$ cat src/logic/dds_map.svh
// register map, field positions, reset values and pipeline counts of the dds core
// Function
// - 28-bit accumulator adds selected word, wraps
// - output frequency is word times clock over 2^28
// - increment from one of two words
// - switching words leaves accumulator untouched
// - add selected 12-bit offset to accumulator top
// - truncate phase sum to top 12 bits
// - sine table maps 12-bit phase to 10-bit code
// - wave mode bit alone decides sine path
// - offset chosen by pin or control bit
// - select pin change reaches output after eight cycles
// - core reset zeroes phase path, sets dac to midscale, keeps registers
// - logic pin shows comparator or oscillator msb
`ifndef DDS_MAP_SVH
`define DDS_MAP_SVH

`define OFS_CONTROL 5'h00
`define OFS_FREQ_A 5'h04
`define OFS_FREQ_B 5'h08
`define OFS_PHASE_A 5'h0C
`define OFS_PHASE_B 5'h10
`define OFS_STATUS 5'h14

`define CTL_FREQ_SEL 0
`define CTL_PHASE_SEL 1
`define CTL_PIN_SEL_EN 2
`define CTL_CORE_RESET 3
`define CTL_WAVE_MODE 4
`define CTL_LOGIC_OUT_EN 5
`define CTL_SIGN_SRC 6
`define CTL_WORD_HOLD 7
`define CTL_WIDTH 8

`define RST_CONTROL 8'h00
`define RST_FREQ 28'h0000000
`define RST_PHASE 12'h000
`define DAC_MIDSCALE 10'h200

`define ADDR_DELAY 2
`define FIFO_DEPTH 8

`endif

$ cat src/logic/dds_pkg.sv
// types shared by the dds core
package dds_pkg;
  typedef enum logic {wave_sine, wave_bypass} wave_type;
  typedef enum logic [2:0] {word_freq_a, word_freq_b, word_phase_a, word_phase_b, word_none}
    word_index_type;
endpackage

$ cat src/logic/dds_nco_phase_sine_core.sv
// dds core: nco, phase offset, sine table, avalon register slave and write fifo
`timescale 1ns/10ps
`include "dds_map.svh"

module dds_word_fifo #(
  parameter int WIDTH = 31,
  parameter int DEPTH = 8
) (
  input wire logic clock_i,
  input wire logic rst_i,
  input wire logic in_valid_i,
  output logic in_ready_o,
  input wire logic [WIDTH-1:0] in_data_i,
  output logic out_valid_o,
  input wire logic out_ready_i,
  output logic [WIDTH-1:0] out_data_o
);
  localparam int AW = $clog2(DEPTH);
  logic [WIDTH-1:0] mem_q [DEPTH];
  logic [AW-1:0] wr_q;
  logic [AW-1:0] rd_q;
  logic [AW:0] count_q;
  logic push;
  logic pop;

  assign in_ready_o = (count_q != (AW+1)'(DEPTH));
  assign out_valid_o = (count_q != '0);
  assign out_data_o = mem_q[rd_q];
  assign push = in_valid_i && in_ready_o;
  assign pop = out_valid_o && out_ready_i;

  always_ff @(posedge clock_i)
  begin
    if (push)
    begin
      mem_q[wr_q] <= in_data_i;
    end
  end

  always_ff @(posedge clock_i or posedge rst_i)
  begin
    if (rst_i)
    begin
      wr_q <= '0;
      rd_q <= '0;
      count_q <= '0;
    end
    else
    begin
      // depth is a power of two, so pointers wrap by themselves
      if (push)
      begin
        wr_q <= wr_q + 1'b1;
      end
      if (pop)
      begin
        rd_q <= rd_q + 1'b1;
      end
      if (push && !pop)
      begin
        count_q <= count_q + 1'b1;
      end
      else if (pop && !push)
      begin
        count_q <= count_q - 1'b1;
      end
    end
  end
endmodule

////////////////////////////////////////////////////////////////////////////////

module dds_nco_phase_sine_core #(
  parameter int ACC_WIDTH = 28,
  parameter int PHASE_WIDTH = 12,
  parameter int DAC_WIDTH = 10,
  parameter int FIFO_DEPTH = `FIFO_DEPTH
) (
  input wire logic clock_i,
  input wire logic rst_i,
  input wire logic [4:0] address_i,
  input wire logic read_i,
  input wire logic write_i,
  input wire logic [31:0] writedata_i,
  input wire logic [3:0] byteenable_i,
  output logic [31:0] readdata_o,
  output logic waitrequest_o,
  input wire logic freq_word_select_pin_i,
  input wire logic phase_offset_select_pin_i,
  input wire logic comparator_i,
  output logic [DAC_WIDTH-1:0] dac_code_o,
  output logic sign_bit_o
);
  localparam int ENTRY_W = 3 + ACC_WIDTH;

  logic [`CTL_WIDTH-1:0] control_q;
  logic [ACC_WIDTH-1:0] frequency_word_a_q;
  logic [ACC_WIDTH-1:0] frequency_word_b_q;
  logic [PHASE_WIDTH-1:0] phase_offset_a_q;
  logic [PHASE_WIDTH-1:0] phase_offset_b_q;
  logic ack_q;
  logic waitrequest_q;
  logic [31:0] readdata_q;
  logic fifo_in_valid;
  logic fifo_in_ready;
  logic [ENTRY_W-1:0] fifo_in_data;
  logic fifo_out_valid;
  logic fifo_out_ready;
  logic [ENTRY_W-1:0] fifo_out_data;
  dds_pkg::word_index_type wr_index;
  logic word_write;
  logic take;
  logic core_reset;
  logic freq_word_select_bit_q;
  logic psel_q;
  logic [ACC_WIDTH-1:0] inc_q;
  logic [PHASE_WIDTH-1:0] off_q;
  logic [PHASE_WIDTH-1:0] off_d1_q;
  logic [ACC_WIDTH-1:0] acc_q;
  logic [PHASE_WIDTH-1:0] addr_q [`ADDR_DELAY+1];
  logic [DAC_WIDTH-1:0] code_q;
  logic msb_q;
  logic [DAC_WIDTH-1:0] dac_q;
  logic sign_q;
  logic freq_word_select_bit_d;
  logic psel_d;
  dds_pkg::wave_type wave;

  assign core_reset = control_q[`CTL_CORE_RESET];
  assign wave = control_q[`CTL_WAVE_MODE] ? dds_pkg::wave_bypass : dds_pkg::wave_sine;

  ////////////////////////////////////////////////////////////////////////////////
  // avalon slave: one answer per request, waitrequest low for one cycle

  always_comb
  begin
    case (address_i)
      `OFS_FREQ_A: wr_index = dds_pkg::word_freq_a;
      `OFS_FREQ_B: wr_index = dds_pkg::word_freq_b;
      `OFS_PHASE_A: wr_index = dds_pkg::word_phase_a;
      `OFS_PHASE_B: wr_index = dds_pkg::word_phase_b;
      default: wr_index = dds_pkg::word_none;
    endcase
  end

  // only full-word writes reach the word registers, so no half word leaks in
  assign word_write = write_i && !ack_q && (wr_index != dds_pkg::word_none)
                      && (byteenable_i == 4'hF);
  assign fifo_in_valid = word_write;
  assign fifo_in_data = {wr_index, writedata_i[ACC_WIDTH-1:0]};
  // a word write waits for fifo space; everything else is taken at once
  assign take = (read_i || write_i) && !ack_q && (!word_write || fifo_in_ready);

  always_ff @(posedge clock_i or posedge rst_i)
  begin
    if (rst_i)
    begin
      ack_q <= 1'b0;
      waitrequest_q <= 1'b1;
      readdata_q <= 32'h00000000;
    end
    else
    begin
      ack_q <= take;
      waitrequest_q <= !take;
      if (take && read_i)
      begin
        case (address_i)
          `OFS_CONTROL: readdata_q <= 32'(control_q);
          `OFS_FREQ_A: readdata_q <= 32'(frequency_word_a_q);
          `OFS_FREQ_B: readdata_q <= 32'(frequency_word_b_q);
          `OFS_PHASE_A: readdata_q <= 32'(phase_offset_a_q);
          `OFS_PHASE_B: readdata_q <= 32'(phase_offset_b_q);
          `OFS_STATUS: readdata_q <= {4'h0, addr_q[0], 12'h000, psel_q, freq_word_select_bit_q,
                                      !fifo_in_ready, !fifo_out_valid};
          default: readdata_q <= 32'h00000000;
        endcase
      end
    end
  end

  assign readdata_o = readdata_q;
  assign waitrequest_o = waitrequest_q;

  always_ff @(posedge clock_i or posedge rst_i)
  begin
    if (rst_i)
    begin
      control_q <= `RST_CONTROL;
    end
    else if (take && write_i && address_i == `OFS_CONTROL && byteenable_i[0])
    begin
      control_q <= writedata_i[`CTL_WIDTH-1:0];
    end
  end

  ////////////////////////////////////////////////////////////////////////////////
  // word writes queue here; hold lets software release several words, one per clock

  dds_word_fifo #(
    .WIDTH(ENTRY_W),
    .DEPTH(FIFO_DEPTH)
  ) word_fifo (
    .clock_i(clock_i),
    .rst_i(rst_i),
    .in_valid_i(fifo_in_valid),
    .in_ready_o(fifo_in_ready),
    .in_data_i(fifo_in_data),
    .out_valid_o(fifo_out_valid),
    .out_ready_i(fifo_out_ready),
    .out_data_o(fifo_out_data)
  );

  assign fifo_out_ready = !control_q[`CTL_WORD_HOLD];

  always_ff @(posedge clock_i or posedge rst_i)
  begin
    if (rst_i)
    begin
      frequency_word_a_q <= `RST_FREQ;
      frequency_word_b_q <= `RST_FREQ;
      phase_offset_a_q <= `RST_PHASE;
      phase_offset_b_q <= `RST_PHASE;
    end
    else if (fifo_out_valid && fifo_out_ready)
    begin
      // whole word in one edge
      case (dds_pkg::word_index_type'(fifo_out_data[ENTRY_W-1 -: 3]))
        dds_pkg::word_freq_a: frequency_word_a_q <= fifo_out_data[ACC_WIDTH-1:0];
        dds_pkg::word_freq_b: frequency_word_b_q <= fifo_out_data[ACC_WIDTH-1:0];
        dds_pkg::word_phase_a: phase_offset_a_q <= fifo_out_data[PHASE_WIDTH-1:0];
        dds_pkg::word_phase_b: phase_offset_b_q <= fifo_out_data[PHASE_WIDTH-1:0];
        default: ;
      endcase
    end
  end

  ////////////////////////////////////////////////////////////////////////////////
  // nco: stage 1 select, 2 word, 3 accumulate, 4 offset add and truncate

  assign freq_word_select_bit_d = control_q[`CTL_PIN_SEL_EN] ? freq_word_select_pin_i
                                               : control_q[`CTL_FREQ_SEL];
  assign psel_d = control_q[`CTL_PIN_SEL_EN] ? phase_offset_select_pin_i
                                               : control_q[`CTL_PHASE_SEL];

  // only the increment changes on a switch; acc keeps running
  always_ff @(posedge clock_i or posedge rst_i)
  begin
    if (rst_i)
    begin
      freq_word_select_bit_q <= 1'b0;
      psel_q <= 1'b0;
      inc_q <= '0;
      off_q <= '0;
      off_d1_q <= '0;
      acc_q <= '0;
      addr_q[0] <= '0;
    end
    else if (core_reset)
    begin
      freq_word_select_bit_q <= 1'b0;
      psel_q <= 1'b0;
      inc_q <= '0;
      off_q <= '0;
      off_d1_q <= '0;
      acc_q <= '0;
      addr_q[0] <= '0;
    end
    else
    begin
      freq_word_select_bit_q <= freq_word_select_bit_d;
      psel_q <= psel_d;
      inc_q <= freq_word_select_bit_q ? frequency_word_b_q : frequency_word_a_q;
      off_q <= psel_q ? phase_offset_b_q : phase_offset_a_q;
      off_d1_q <= off_q;
      acc_q <= acc_q + inc_q; // natural wrap, f = word * fclk / 2^28
      // offset lands on the top bits, lower bits dropped
      addr_q[0] <= acc_q[ACC_WIDTH-1 -: PHASE_WIDTH] + off_d1_q;
    end
  end

  // padding stages so a select pin change reaches the dac in eight edges
  for (genvar i = 1; i <= `ADDR_DELAY; i++)
  begin : g_delay
    always_ff @(posedge clock_i or posedge rst_i)
    begin
      if (rst_i)
      begin
        addr_q[i] <= '0;
      end
      else if (core_reset)
      begin
        addr_q[i] <= '0;
      end
      else
      begin
        addr_q[i] <= addr_q[i-1];
      end
    end
  end

  ////////////////////////////////////////////////////////////////////////////////
  // sine table: parabolic half-wave, offset binary, phase 0 gives midscale

  function automatic logic [DAC_WIDTH-1:0] sine_code(input logic [PHASE_WIDTH-1:0] ph);
    logic [PHASE_WIDTH-2:0] p;
    logic [PHASE_WIDTH-1:0] q;
    logic [2*PHASE_WIDTH-1:0] prod;
    logic [DAC_WIDTH-1:0] amp;
    p = ph[PHASE_WIDTH-2:0];
    q = PHASE_WIDTH'(1 << (PHASE_WIDTH-1)) - PHASE_WIDTH'(p);
    prod = (2*PHASE_WIDTH)'(p) * (2*PHASE_WIDTH)'(q);
    // peak of the product is 2^20, so a shift by 11 gives 0..512; clip to 511
    amp = (prod[2*PHASE_WIDTH-1:PHASE_WIDTH-1] > (2*PHASE_WIDTH-PHASE_WIDTH+1)'(511))
          ? DAC_WIDTH'(511) : prod[PHASE_WIDTH-1 +: DAC_WIDTH];
    sine_code = ph[PHASE_WIDTH-1] ? `DAC_MIDSCALE - amp : `DAC_MIDSCALE + amp;
  endfunction

  always_ff @(posedge clock_i or posedge rst_i)
  begin
    if (rst_i)
    begin
      code_q <= `DAC_MIDSCALE;
      msb_q <= 1'b0;
      dac_q <= `DAC_MIDSCALE;
    end
    else if (core_reset)
    begin
      code_q <= `DAC_MIDSCALE;
      msb_q <= 1'b0;
      dac_q <= `DAC_MIDSCALE;
    end
    else
    begin
      // table in path only in sine mode
      if (wave == dds_pkg::wave_sine)
      begin
        code_q <= sine_code(addr_q[`ADDR_DELAY]);
      end
      else
      begin
        code_q <= addr_q[`ADDR_DELAY][PHASE_WIDTH-1 -: DAC_WIDTH];
      end
      msb_q <= addr_q[`ADDR_DELAY][PHASE_WIDTH-1];
      dac_q <= code_q;
    end
  end

  // comparator input is taken as synchronous; pin low while disabled
  always_ff @(posedge clock_i or posedge rst_i)
  begin
    if (rst_i)
    begin
      sign_q <= 1'b0;
    end
    else if (control_q[`CTL_LOGIC_OUT_EN])
    begin
      sign_q <= control_q[`CTL_SIGN_SRC] ? comparator_i : msb_q;
    end
    else
    begin
      sign_q <= 1'b0;
    end
  end

  assign dac_code_o = dac_q;
  assign sign_bit_o = sign_q;
endmodule

$ cat config.mk
export PLATFORM = sky130hd
export DESIGN_NAME = dds_nco_phase_sine_core
export DESIGN_NICKNAME = d
export VERILOG_FILES = /design/src/logic/dds_pkg.sv /design/src/logic/dds_nco_phase_sine_core.sv
export VERILOG_INCLUDE_DIRS = /design/src /design/src/logic
export SDC_FILE = /design/constraint.sdc
export NUM_CORES = 1
export LEC_CHECK = 0
export BUFFER_PORTS_ARGS = -buffer_cell sky130_fd_sc_hd__clkbuf_2
export CAP_MARGIN = 20
export CORE_MARGIN = 4
export CORE_UTILIZATION = 45
export DETAILED_ROUTE_END_ITERATION = 10
export PLACE_DENSITY = 0.65
export SYNTH_ARGS = -nofsm -noshare
export SYNTH_HDL_FRONTEND = slang
export SYNTH_SLANG_ARGS = --single-unit
$ cat constraint.sdc
create_clock -name clock_i -period 15.01 [get_ports clock_i]
set_input_delay 4.503 -clock clock_i [delete_from_list [all_inputs] [get_ports clock_i]]
set_output_delay 4.503 -clock clock_i [all_outputs]
set_load 0.01 [all_outputs]
* Yosys cells after proc, flatten, opt, wreduce, memory -nomap -nowiden
Memory sizes are Yosys's and may differ from the RTL's. Cells that the tools add are included. W data, S select, Z words.
Word-level totals: memories kept 1, latch bits 0, input bits 48, flip-flop bits (word level) 272, bits in read-only memories 0, word-level logic and storage cells 106, RAM bits 248, output and inout bits 44
Memory list:
- word_fifo.mem_q | words 8, bits a word 31, rd ports 1, clocked after Yosys merged registers in 0, write ports 1, RTL line dds_nco_phase_sine_core.sv:19 | logic [WIDTH-1:0] mem_q [DEPTH];
Cells by class: reduce and logical (&&, ||, !) cells 31, shifts and indexed selects 0, magnitude comparators 1, add/subtract/negate cells 9, div/mod/pow operators 0, equal/unequal tests 11, muxes and demuxes 28, multiply operators 1, bitwise gates (word level) 0
Operators with widths (number):
- $pmux W28 S6 | 1
- $mux W28 | 3
- $mux W12 | 6
- $mux W10 | 5
- $add A28 B28 Y28 | 1
- $mul A11 B12 Y23 | 1
- $logic_and A1 B1 Y1 | 13
- $add A12 B12 Y12 | 1
- $gt A12 B9 Y1 const B | 1
- $pmux W3 S4 | 1
- $sub A12 B11 Y12 const A | 1
- $add A10 B10 Y10 const A | 1
- $eq A5 B4 Y1 const B | 2
- $eq A5 B5 Y1 const B | 2
- $mux W1 | 10
- $sub A10 B10 Y10 const A | 1
- $logic_not A1 Y1 | 8
- $mux W4 | 2
- $reduce_and A2 Y1 | 4
- $add A3 B1 Y3 const B | 2
- $eq A3 B2 Y1 const B | 2
- $eq A5 B3 Y1 const B | 1
- $logic_not A5 Y1 | 1
- $add A4 B1 Y4 const B | 1
- other kinds (9) | 10

* Longest topological paths before layout
Gate-level depths: netlist (run 1).
word-level depth 11, gate-level depth with buffers 31, depth with buffers taken out 30

* By module
From an unflattened synthesis (run 1), not the netlist that was laid out.
Unflattened totals: cell total of the unflattened synthesis 1919, area total of the unflattened synthesis 26415.3 µm²
By module, submodules not included:
- dds_nco_phase_sine_core | sequential area each 6459.9 µm², cells an instance 1497, times used 1, area an instance 16234.3 µm²
- dds_word_fifo | sequential area each 7697.4 µm², cells an instance 422, times used 1, area an instance 10181.0 µm²

* Worst setup path after synthesis (run 1)
OpenSTA, ideal clock, no wires.
path kind input port to flip-flop, start in address_i[4], end mem word_fifo.mem_q[0][0] (enable), arrival time 8.297 ns, setup time 0.458 ns, buffers on the path 0, path slack 6.255 ns, cell stages on the path 7, required time 14.552 ns, cell sequence nor4_4 > and2_1 > nor3_1 > or3_1 > a21oi_1 > nand2b_1 > nor3_1
On the way: cells in the longest elaborated chain, start to end 8, elaborated cells on any way between the ends 11, those cells by class eq/ne (5); mux (3); reduce/logical (3)
RTL lines:
- start: declaration | RTL line dds_nco_phase_sine_core.sv:81 | input wire logic [4:0] address_i,
- $eq A5 B5 Y1, or another cell as far along | RTL line dds_nco_phase_sine_core.sv:137 | case (address_i)
- $pmux W3 S4 * | RTL line dds_nco_phase_sine_core.sv:137
- net word_fifo.in_data_i[30] | RTL line dds_nco_phase_sine_core.sv:13 | input wire logic [WIDTH-1:0] in_data_i,
- $ne A3 B3 Y1 * | RTL line dds_nco_phase_sine_core.sv:147 | assign word_write = write_i && !ack_q && (wr_index != dds_pkg::word_none)
- $logic_and A1 B1 Y1 * | RTL line dds_nco_phase_sine_core.sv:147
- $logic_and A1 B1 Y1 * | RTL line dds_nco_phase_sine_core.sv:148 | && (byteenable_i == 4'hF);
- $logic_and A1 B1 Y1 * | RTL line dds_nco_phase_sine_core.sv:29 | assign push = in_valid_i && in_ready_o;
- net word_fifo.push | RTL line dds_nco_phase_sine_core.sv:23 | logic push;
- $mux W1 * | RTL line dds_nco_phase_sine_core.sv:34 | if (push)
- $mux W1 (implied by the code) * | RTL line dds_nco_phase_sine_core.sv:36 | mem_q[wr_q] <= in_data_i;
- end: declaration | RTL line dds_nco_phase_sine_core.sv:19
Mark *: on every way through the listed nets, which the timed path passes. The rest lies on a longest branch.

* Final worst setup path (run 1)
start reg addr_q[0] in the netlist's numbering, end reg code_q[8]
On the way: cells in the longest elaborated chain, start to end 8, elaborated cells on any way between the ends 9, those cells by class add/sub (3); mul (1); order compare (1); mux (4)
RTL lines:
- start: declaration | RTL line dds_nco_phase_sine_core.sv:120 | logic [PHASE_WIDTH-1:0] addr_q [`ADDR_DELAY+1];
- start signal: indexed assignment | RTL line dds_nco_phase_sine_core.sv:297 | addr_q[i] <= addr_q[i-1];
- $sub A12 B11 Y12 | RTL line dds_nco_phase_sine_core.sv:311 | q = PHASE_WIDTH'(1 << (PHASE_WIDTH-1)) - PHASE_WIDTH'(p);
- $mul A11 B12 Y23 * | RTL line dds_nco_phase_sine_core.sv:312 | prod = (2*PHASE_WIDTH)'(p) * (2*PHASE_WIDTH)'(q);
- $gt A12 B9 Y1 | RTL line dds_nco_phase_sine_core.sv:314 | amp = (prod[2*PHASE_WIDTH-1:PHASE_WIDTH-1] > (2*PHASE_WIDTH-PHASE_WIDTH+1)'(511))
- $mux W10 * | RTL line dds_nco_phase_sine_core.sv:315 | ? DAC_WIDTH'(511) : prod[PHASE_WIDTH-1 +: DAC_WIDTH];
- $add A10 B10 Y10 (no source line) / $sub A10 B10 Y10 (equally long branches)
- $mux W10 * | RTL line dds_nco_phase_sine_core.sv:316 | sine_code = ph[PHASE_WIDTH-1] ? `DAC_MIDSCALE - amp : `DAC_MIDSCALE + amp;
- $mux W10 * | RTL line dds_nco_phase_sine_core.sv:336 | if (wave == dds_pkg::wave_sine)
- $mux W10 * | RTL line dds_nco_phase_sine_core.sv:327 | else if (core_reset)
- end signal: assignment | RTL line dds_nco_phase_sine_core.sv:329 | code_q <= `DAC_MIDSCALE;
- end signal: assignment | RTL line dds_nco_phase_sine_core.sv:338 | code_q <= sine_code(addr_q[`ADDR_DELAY]);
- end signal: assignment | RTL line dds_nco_phase_sine_core.sv:342 | code_q <= addr_q[`ADDR_DELAY][PHASE_WIDTH-1 -: DAC_WIDTH];
- end: declaration | RTL line dds_nco_phase_sine_core.sv:121 | logic [DAC_WIDTH-1:0] code_q;
Every way passes the cells marked *; elsewhere a longest branch is shown, timed or not. A chain may end at the register's enable or synchronous reset.

==> results of run 1 <==
==> metrics by stage <==
stage                     hold slack (ns)  instance area, um2
after floorplan                    0.4365               25890
after global placement             0.4441               27150
after detailed placement           0.4512               27150
after CTS                          0.4641               29010
after global routing               0.4781               29010
final                              0.4605               29010
==> worst max-delay path by stage <==
stage                                    from                                to  depth (start not counted)
final                     addr_q[0]$_DFF_PP0_               code_q[8]$_DFF_PP0_                         26
after global routing      addr_q[0]$_DFF_PP0_               code_q[8]$_DFF_PP0_                         26
after CTS                 addr_q[0]$_DFF_PP0_               code_q[8]$_DFF_PP0_                         28
after detailed placement         address_i[4]  word_fifo.count_q[3]$_DFFE_PP0P_                         15
after global placement           address_i[4]  word_fifo.count_q[3]$_DFFE_PP0P_                         15
after floorplan                         rst_i                acc_q[0]$_DFF_PP0_                          1
==> registers in the layout (all words and copies together), names as in the netlist, 12 cells and up <==
signal,cells
addr_q,36
inc_q,28
readdata_o,28
word_fifo.mem_q,248
phase_offset_a_q,12
off_q,12
off_d1_q,12
phase_offset_b_q,12
acc_q,28
frequency_word_b_q,28
frequency_word_a_q,28
==> synthesized netlist by cell type, drive strengths merged (13+ instances only) <==
library cell	n
nor2b	99
o21ai	52
nand3	15
a21oi	64
xor2	22
clkbuf	63
xnor2	37
mux2i	49
a32o	13
nand2b	34
and2	19
mux4	62
mux2	125
edfxtp	248
a22oi	14
dfrtp	265
ha	114
inv	123
nand2	73
buf	24
fa	91
a21o	20
nor2	125
==> cell type report <==
class,instances,share of cell area [%]
Sequential cell,516,48.83
Timing Repair Buffer,107,2.044
Inverter,125,1.643
Clock buffer,67,4.999
Tap cell,756,3.261
Clock inverter,33,1.406
Multi-Input combinational cell,1170,37.82
==> cells in the final DEF, fill, tap and decap left out, types with 13 or more instances in the layout <==
cell,count
o21ai_0,51
xnor2_1,37
ha_1,114
fa_1,91
nand2b_1,34
mux2_2,122
conb_1,15
nand3_1,14
mux4_2,62
nor2b_1,99
mux2i_1,49
clkbuf_2,83
a22oi_1,13
buf_4,23
edfxtp_1,248
nand2_1,72
nor2_1,118
a32o_1,13
clkbuf_16,54
and2_1,19
dfrtp_1,262
xor2_1,22
a21oi_1,63
a21o_1,20
inv_1,122
==> kinds of logic after synthesis <==
family	after synthesis	share of synthesized area [%]
xor+xnor	59	2.000
flops	516	54.79
compound gates	236	6.266
buf+inv	212	3.220
fa+ha+maj	205	12.57
other cells	2	0.02907
simple gates	419	8.358
mux	236	12.76
==> per-layer routing <==
layer	vias up	track usage, %	part of all wire [%]
li1	6888	-	-
met1	7691	23.98	43
met2	256	31.35	51
met3	75	2.463	3.4
met4	0	5.309	2.4
met5	-	0	0
==> worst register-to-register path, delay by kind of cell (launching register included) <==
kind	cells	cell delay [ns]
and+or+nand+nor	6	1.04
buffers and inverters	3	0.60
muxes	1	0.27
AOI/OAI and AO/OA	7	1.90
adders and majority gates	8	3.54
xor gates and xnor gates	1	0.62
DFF	1	0.76
==> results_dict.tcl, run 1 <==
set metrics [dict create \
    grt_max_degree 139 \
    synth-edff-count 248 \
    path_buf_inv 3 \
    die_height_um 247.6 \
    cts_tree "yes" \
    initial_core_util_pct 45.65 \
    synthTopCellsByArea "edfxtp_1 29%, dfrtp_1 26%, fa_1 7.1%" \
    path_clk_slew_ns 0.06 \
    drcViolationCount 0 \
    rows 87 \
    fin_util_pct 51.25 \
    drv_cap 0 \
    ios 92 \
    r2r_slack_ns 6.12 \
    n_fill_cell 4765 \
    synthArstFlopShare_pct 51.94 \
    portBuffers 83 \
    multi_input_area_um2 10970 \
    rsz0062_at_grt "false" \
    place_ws_ns 6.058 \
    setup-tns-final_ns 0 \
    vias_per_cell 5.375 \
    htreeDepth 2 \
    vias 14910 \
    slew_headroom_pct 31.84 \
    drt-wirelength-per-cell_um 19.61 \
    layout.area.seq_um2 14170 \
    r2r-end "code_q[8]$_DFF_PP0_" \
    synthCells 1885 \
    status "finished, final reports clean" \
    final-max-slew-violation-count 0 \
    period_needed_ns 8.889 \
    critical_path_peak_fanout 18 \
    clockRootBuffer "clkbuf_16" \
    hold_class "flop to flop" \
    yosysTopAreaCell "edfxtp_1" \
    required_ns 15.46 \
    r2r_cells 26 \
    cts_max_path_buffers 3 \
    layout-drive-gt1-share_pct 20.42 \
    antenna_cells 0 \
    antenna_found_initial 1 \
    synthDistinctLibCells 84 \
    hold_end "addr_q[8]$_DFF_PP0_" \
    drt_iter0_drc 951 \
    cts_sinks 516 \
    ys.flop_type "dfrtp_1" \
    fp.dieW_um 247.6 \
    routabilityCongestion 0.7934 \
    cts_resized 0 \
    numCtsBuffers 54 \
    max_freq_mhz 112.5 \
    syn_area_um2 25840 \
    grt_pass1_wl_um 87120 \
    ys_ff_latch 516 \
    clock_skew_ns 0.03526 \
    first_global_vias 15640 \
    setup_viol 0 \
    hp-start "addr_q[20]$_DFF_PP0_" \
    firstDrtPassIters 5 \
    finalHoldViolations 0 \
    crit_type "flop to flop" \
    coreArea_um2 56600 \
    crit_arrival_ns 9.34 \
    dieArea_um2 61320 \
    grt_overflow 0 \
    path_common_cell "fa_1" \
    worst_pin_slew_ns 1.022 \
    cp-start-kind "flop" \
    syn2layout_area_growth_pct 12.28 \
    slowest_delay_ns 0.76 \
    routed_wirelength_um 54390 \
    final_cell_count_no_fill 2774 \
    nets 2227 \
    yosysSeqAreaShare_pct 54.79 \
    dpl.cell_count 2673 \
    holdPathStages 1 \
    post_cts_buffers 0 \
    track_usage_pct 18.10 \
    yosysTopAreaCellShare_pct 28.82 \
    cp_top_family "adder cells" \
    ant_nets 0 \
    cp-end-kind "flop" \
    setup_ws_ns 6.121 \
    worst_path_max_delay_cell "dfrtp_1" \
    hold_buffers 0 \
    min_period_over_period_pct 59.22 \
    avgSynthCellArea_um2 13.71 \
    worst_skew_pair.late_latency_ns 0.61 \
    yosysWarnings 0 \
    timing.rr.start "addr_q[0]$_DFF_PP0_" \
    hpwl_um 35890 \
]
Power of run 1 is left out: the tool's default activity adds up to more than one toggle a clock period on the data nets, which glitch-free logic cannot reach.
==> run 2, diff against run 1 <==
--- a/config.mk
+++ b/config.mk
@@ -6,12 +6,13 @@
 export SDC_FILE = /design/constraint.sdc
 export NUM_CORES = 1
 export LEC_CHECK = 0
+export ABC_AREA = 1
 export BUFFER_PORTS_ARGS = -buffer_cell sky130_fd_sc_hd__clkbuf_2
 export CAP_MARGIN = 20
 export CORE_MARGIN = 4
 export CORE_UTILIZATION = 45
 export DETAILED_ROUTE_END_ITERATION = 10
-export PLACE_DENSITY = 0.65
+export PLACE_DENSITY = 0.67
 export SYNTH_ARGS = -nofsm -noshare
 export SYNTH_HDL_FRONTEND = slang
 export SYNTH_SLANG_ARGS = --single-unit
==> constraint.sdc (replaced) <==
create_clock -name clock_i -period 8.1 [get_ports clock_i]
set_input_delay 2.43 -clock clock_i [delete_from_list [all_inputs] [get_ports clock_i]]
set_output_delay 2.43 -clock clock_i [all_outputs]
set_load 0.01 [all_outputs]
==> run 2 against run 1 <==
Routed wire length up 18%. Register-to-register slack got worse by 5.4 ns. Critical endpoint unchanged. Worst setup slack worse by 5.4 ns. Maximum frequency grew 20%. Hold slack worse by 0.017 ns. Non-clock buffer count rose by 21. Global-route usage rose by 2.2 points. First-iteration DRC count is 82% higher. Synthesized cell count grew 44%. Critical path depth is 10 higher.
==> results_dict.tcl, run 2 <==
set metrics [dict create \
    numCtsBuffers 53 \
    ys.flop_type "dfrtp_1" \
    crit_start "addr_q[4]$_DFF_PP0_" \
    synthTopCellsByArea "edfxtp_1 28%, dfrtp_1 25%, fa_1 6.9%" \
    final-max-slew-violation-count 0 \
    crit_arrival_ns 7.88 \
    hpwl_um 42640 \
    cts_sinks 516 \
    drv_cap 0 \
    drcViolationCount 0 \
    yosysSeqAreaShare_pct 53.92 \
    p_leak_nw 13.13 \
    endpoint "code_q[8]$_DFF_PP0_" \
    slew_headroom_pct 25.61 \
    synthDistinctLibCells 49 \
    largest_reg_flops 248 \
    ant_nets 0 \
    slowest_delay_ns 0.55 \
    cts_max_path_buffers 3 \
    p_comb_share_pct 20.7 \
    reg.largest.list "word_fifo.mem_q: 248 flops, addr_q: 36 flops" \
    vias_per_cell 5.345 \
    yosysMostFrequentCell "nor2_1" \
    worst_pin_slew_ns 1.108 \
    nets 3042 \
    internal_power_mw 4.735 \
    syn2layout_area_growth_pct 11.98 \
    ys_ff_latch 516 \
    grt_overflow 0 \
    hold_buffers 0 \
    worst_path_max_delay_cell "dfrtp_1" \
    p_clk_share_pct 34.9 \
    ios 92 \
    routed_wirelength_um 64260 \
    holdPathStages 2 \
    htreeDepth 2 \
    clock_skew_ns 0.02491 \
    powerDensity_nw_per_um2 234.7 \
    yosysWarnings 0 \
    hold_class "flop to flop" \
    crit_type "flop to flop" \
    switchingPower_mw 2.166 \
    vias 19230 \
    drt-wirelength-per-cell_um 17.86 \
    stdcell_area_um2 29400 \
    portBuffers 83 \
    synth-edff-count 248 \
    synthArstFlopShare_pct 51.94 \
    r2r_slack_ns 0.69 \
    layout_common_cells "402 x nor2_1, 376 x nand2_1, 354 x inv_1" \
    cts_tree "yes" \
    cp-start-kind "flop" \
    grt_max_degree 156 \
    status "finished, final reports clean" \
    worst_skew_pair.late_latency_ns 0.60 \
    grt_pass1_wl_um 101700 \
    timing.rr.start "addr_q[4]$_DFF_PP0_" \
    finalHoldViolations 0 \
    rsz0062_at_grt "false" \
    path_clk_slew_ns 0.07 \
    rows 88 \
    switching_share_pct 31.39 \
    required_ns 8.57 \
    r2r_cells 36 \
    cp-end-kind "flop" \
    firstDrtPassIters 6 \
    layout_commonest_cell "nor2_1" \
    whs_ns 0.4436 \
    layout-drive-gt1-share_pct 9.110 \
    post_dp_cell_area_um2 27600 \
    fin_util_pct 50.96 \
    vdd_ir_drop_max_uv 214.6 \
    drt_iter0_drc 1730 \
    clockRootBuffer "clkbuf_16" \
    yosysTopAreaCell "edfxtp_1" \
    antenna_found_initial 3 \
    coreArea_um2 57700 \
    yosysTopAreaCellShare_pct 28.36 \
    path_common_cell "nand2_1" \
    track_usage_pct 20.30 \
    setup-tns-final_ns 0 \
    routabilityCongestion 0.8839 \
    die_height_um 249.5 \
    fp.dieW_um 249.5 \
    setup_viol 0 \
    avgSynthCellArea_um2 9.706 \
    dieArea_um2 62270 \
    synth_commonest_cells "402 x nor2_1, 377 x nand2_1, 357 x inv_1, 315 x o21ai_0, 265 x dfrtp_1" \
    first_global_vias 18670 \
    syn_area_um2 26260 \
    period_needed_ns 7.406 \
    max_freq_mhz 135.0 \
    min_period_over_period_pct 91.44 \
    initial_core_util_pct 45.51 \
    regMostFlops "word_fifo.mem_q" \
    synthCells 2705 \
    critical_path_peak_fanout 11 \
    r2r-end "code_q[8]$_DFF_PP0_" \
    share_seq_of_total_power_pct 44.4 \
]
-- run 2: how the worst min path moves through the flow --
stage / from / end
2_1_floorplan: addr_q[12]$_DFF_PP0_ / addr_q[0]$_DFF_PP0_
3_3_place_gp: code_q[7]$_DFF_PP0_ / dac_code_o[7]$_DFF_PP0_
3_5_place_dp: addr_q[19]$_DFF_PP0_ / addr_q[7]$_DFF_PP0_
4_1_cts: code_q[4]$_DFF_PP0_ / dac_code_o[4]$_DFF_PP0_
5_1_grt: addr_q[15]$_DFF_PP0_ / addr_q[3]$_DFF_PP0_
6_report: code_q[4]$_DFF_PP0_ / dac_code_o[4]$_DFF_PP0_
-- run 2: repair_timing --
item / in CTS / in global routing
endpoints found under the setup margin: 0 / 3
resized for setup: 0 / 3
buffers inserted: 0 / 4
-- run 2: area by class of cell --
| cell class | instances | area [um2] |
|---|---|---|
| antenna | 1 | 2.502 |
| clock buffer | 84 | 1563 |
| clock inverter | 14 | 175.2 |
| fill | 5246 | 28300 |
| inverter | 364 | 1374 |
| multi-input combinational | 1726 | 10360 |
| sequential | 516 | 14160 |
| tap | 765 | 957.2 |
| timing repair buffer | 128 | 803.3 |
-- run 2: critical path: cells and delay by family (launching register included) --
family / cells / cell delay (ns)
compound gates: 2 / 0.40
flops: 1 / 0.55
simple gates: 18 / 2.11
fa+ha+maj: 8 / 3.52
buf+inv: 8 / 0.73
-- run 2: per-stage QoR --
stage	total power [mW]	std cells	worst slack, ns
2_1_floorplan	4.047	2718	1.365
3_3_place_gp	4.454	3494	0.4612
3_5_place_dp	4.510	3494	0.4262
4_1_cts	6.932	3592	0.3993
5_1_grt	7.253	3597	0.03104
6_report	6.901	3598	0.6936
-- run 2: power groups by stage --
stage | Clock, mW | Combinational [mW] | Sequential (mW)
after CTS | 2.46 | 1.41 | 3.06
after global routing | 2.56 | 1.61 | 3.08
after global placement | 0 | 1.36 | 3.10
after detailed placement | 0 | 1.40 | 3.11
after floorplan | 0 | 0.995 | 3.05
final | 2.41 | 1.43 | 3.06
-- run 2: metal layers --
| metal | vias up | track usage, % | wire length, um |
|---|---|---|---|
| met1 | 9405 | 29.21 | 28820 |
| met3 | 107 | 3.960 | 4561 |
| met5 | - | 0 | 34 |
| met2 | 620 | 31.12 | 29000 |
| met4 | 4 | 6.949 | 1838 |
| li1 | 9095 | - | - |
-- run 2: logic make-up (layout without fill, tap and decap cells) --
family / count (synthesis) / count (layout) / share of synthesized area [%]
AOI/OAI and AO/OA: 594 / 594 / 12.04
other: 2 / 16 / 0.02860
and+or+nand+nor: 876 / 876 / 13.28
adders and majority gates: 205 / 205 / 12.37
muxes: 14 / 14 / 0.6005
buffers and inverters: 476 / 590 / 7.029
xor gates and xnor gates: 22 / 22 / 0.7339
DFF: 516 / 516 / 53.92
Note: power is estimated with default switching activity, not from simulation.
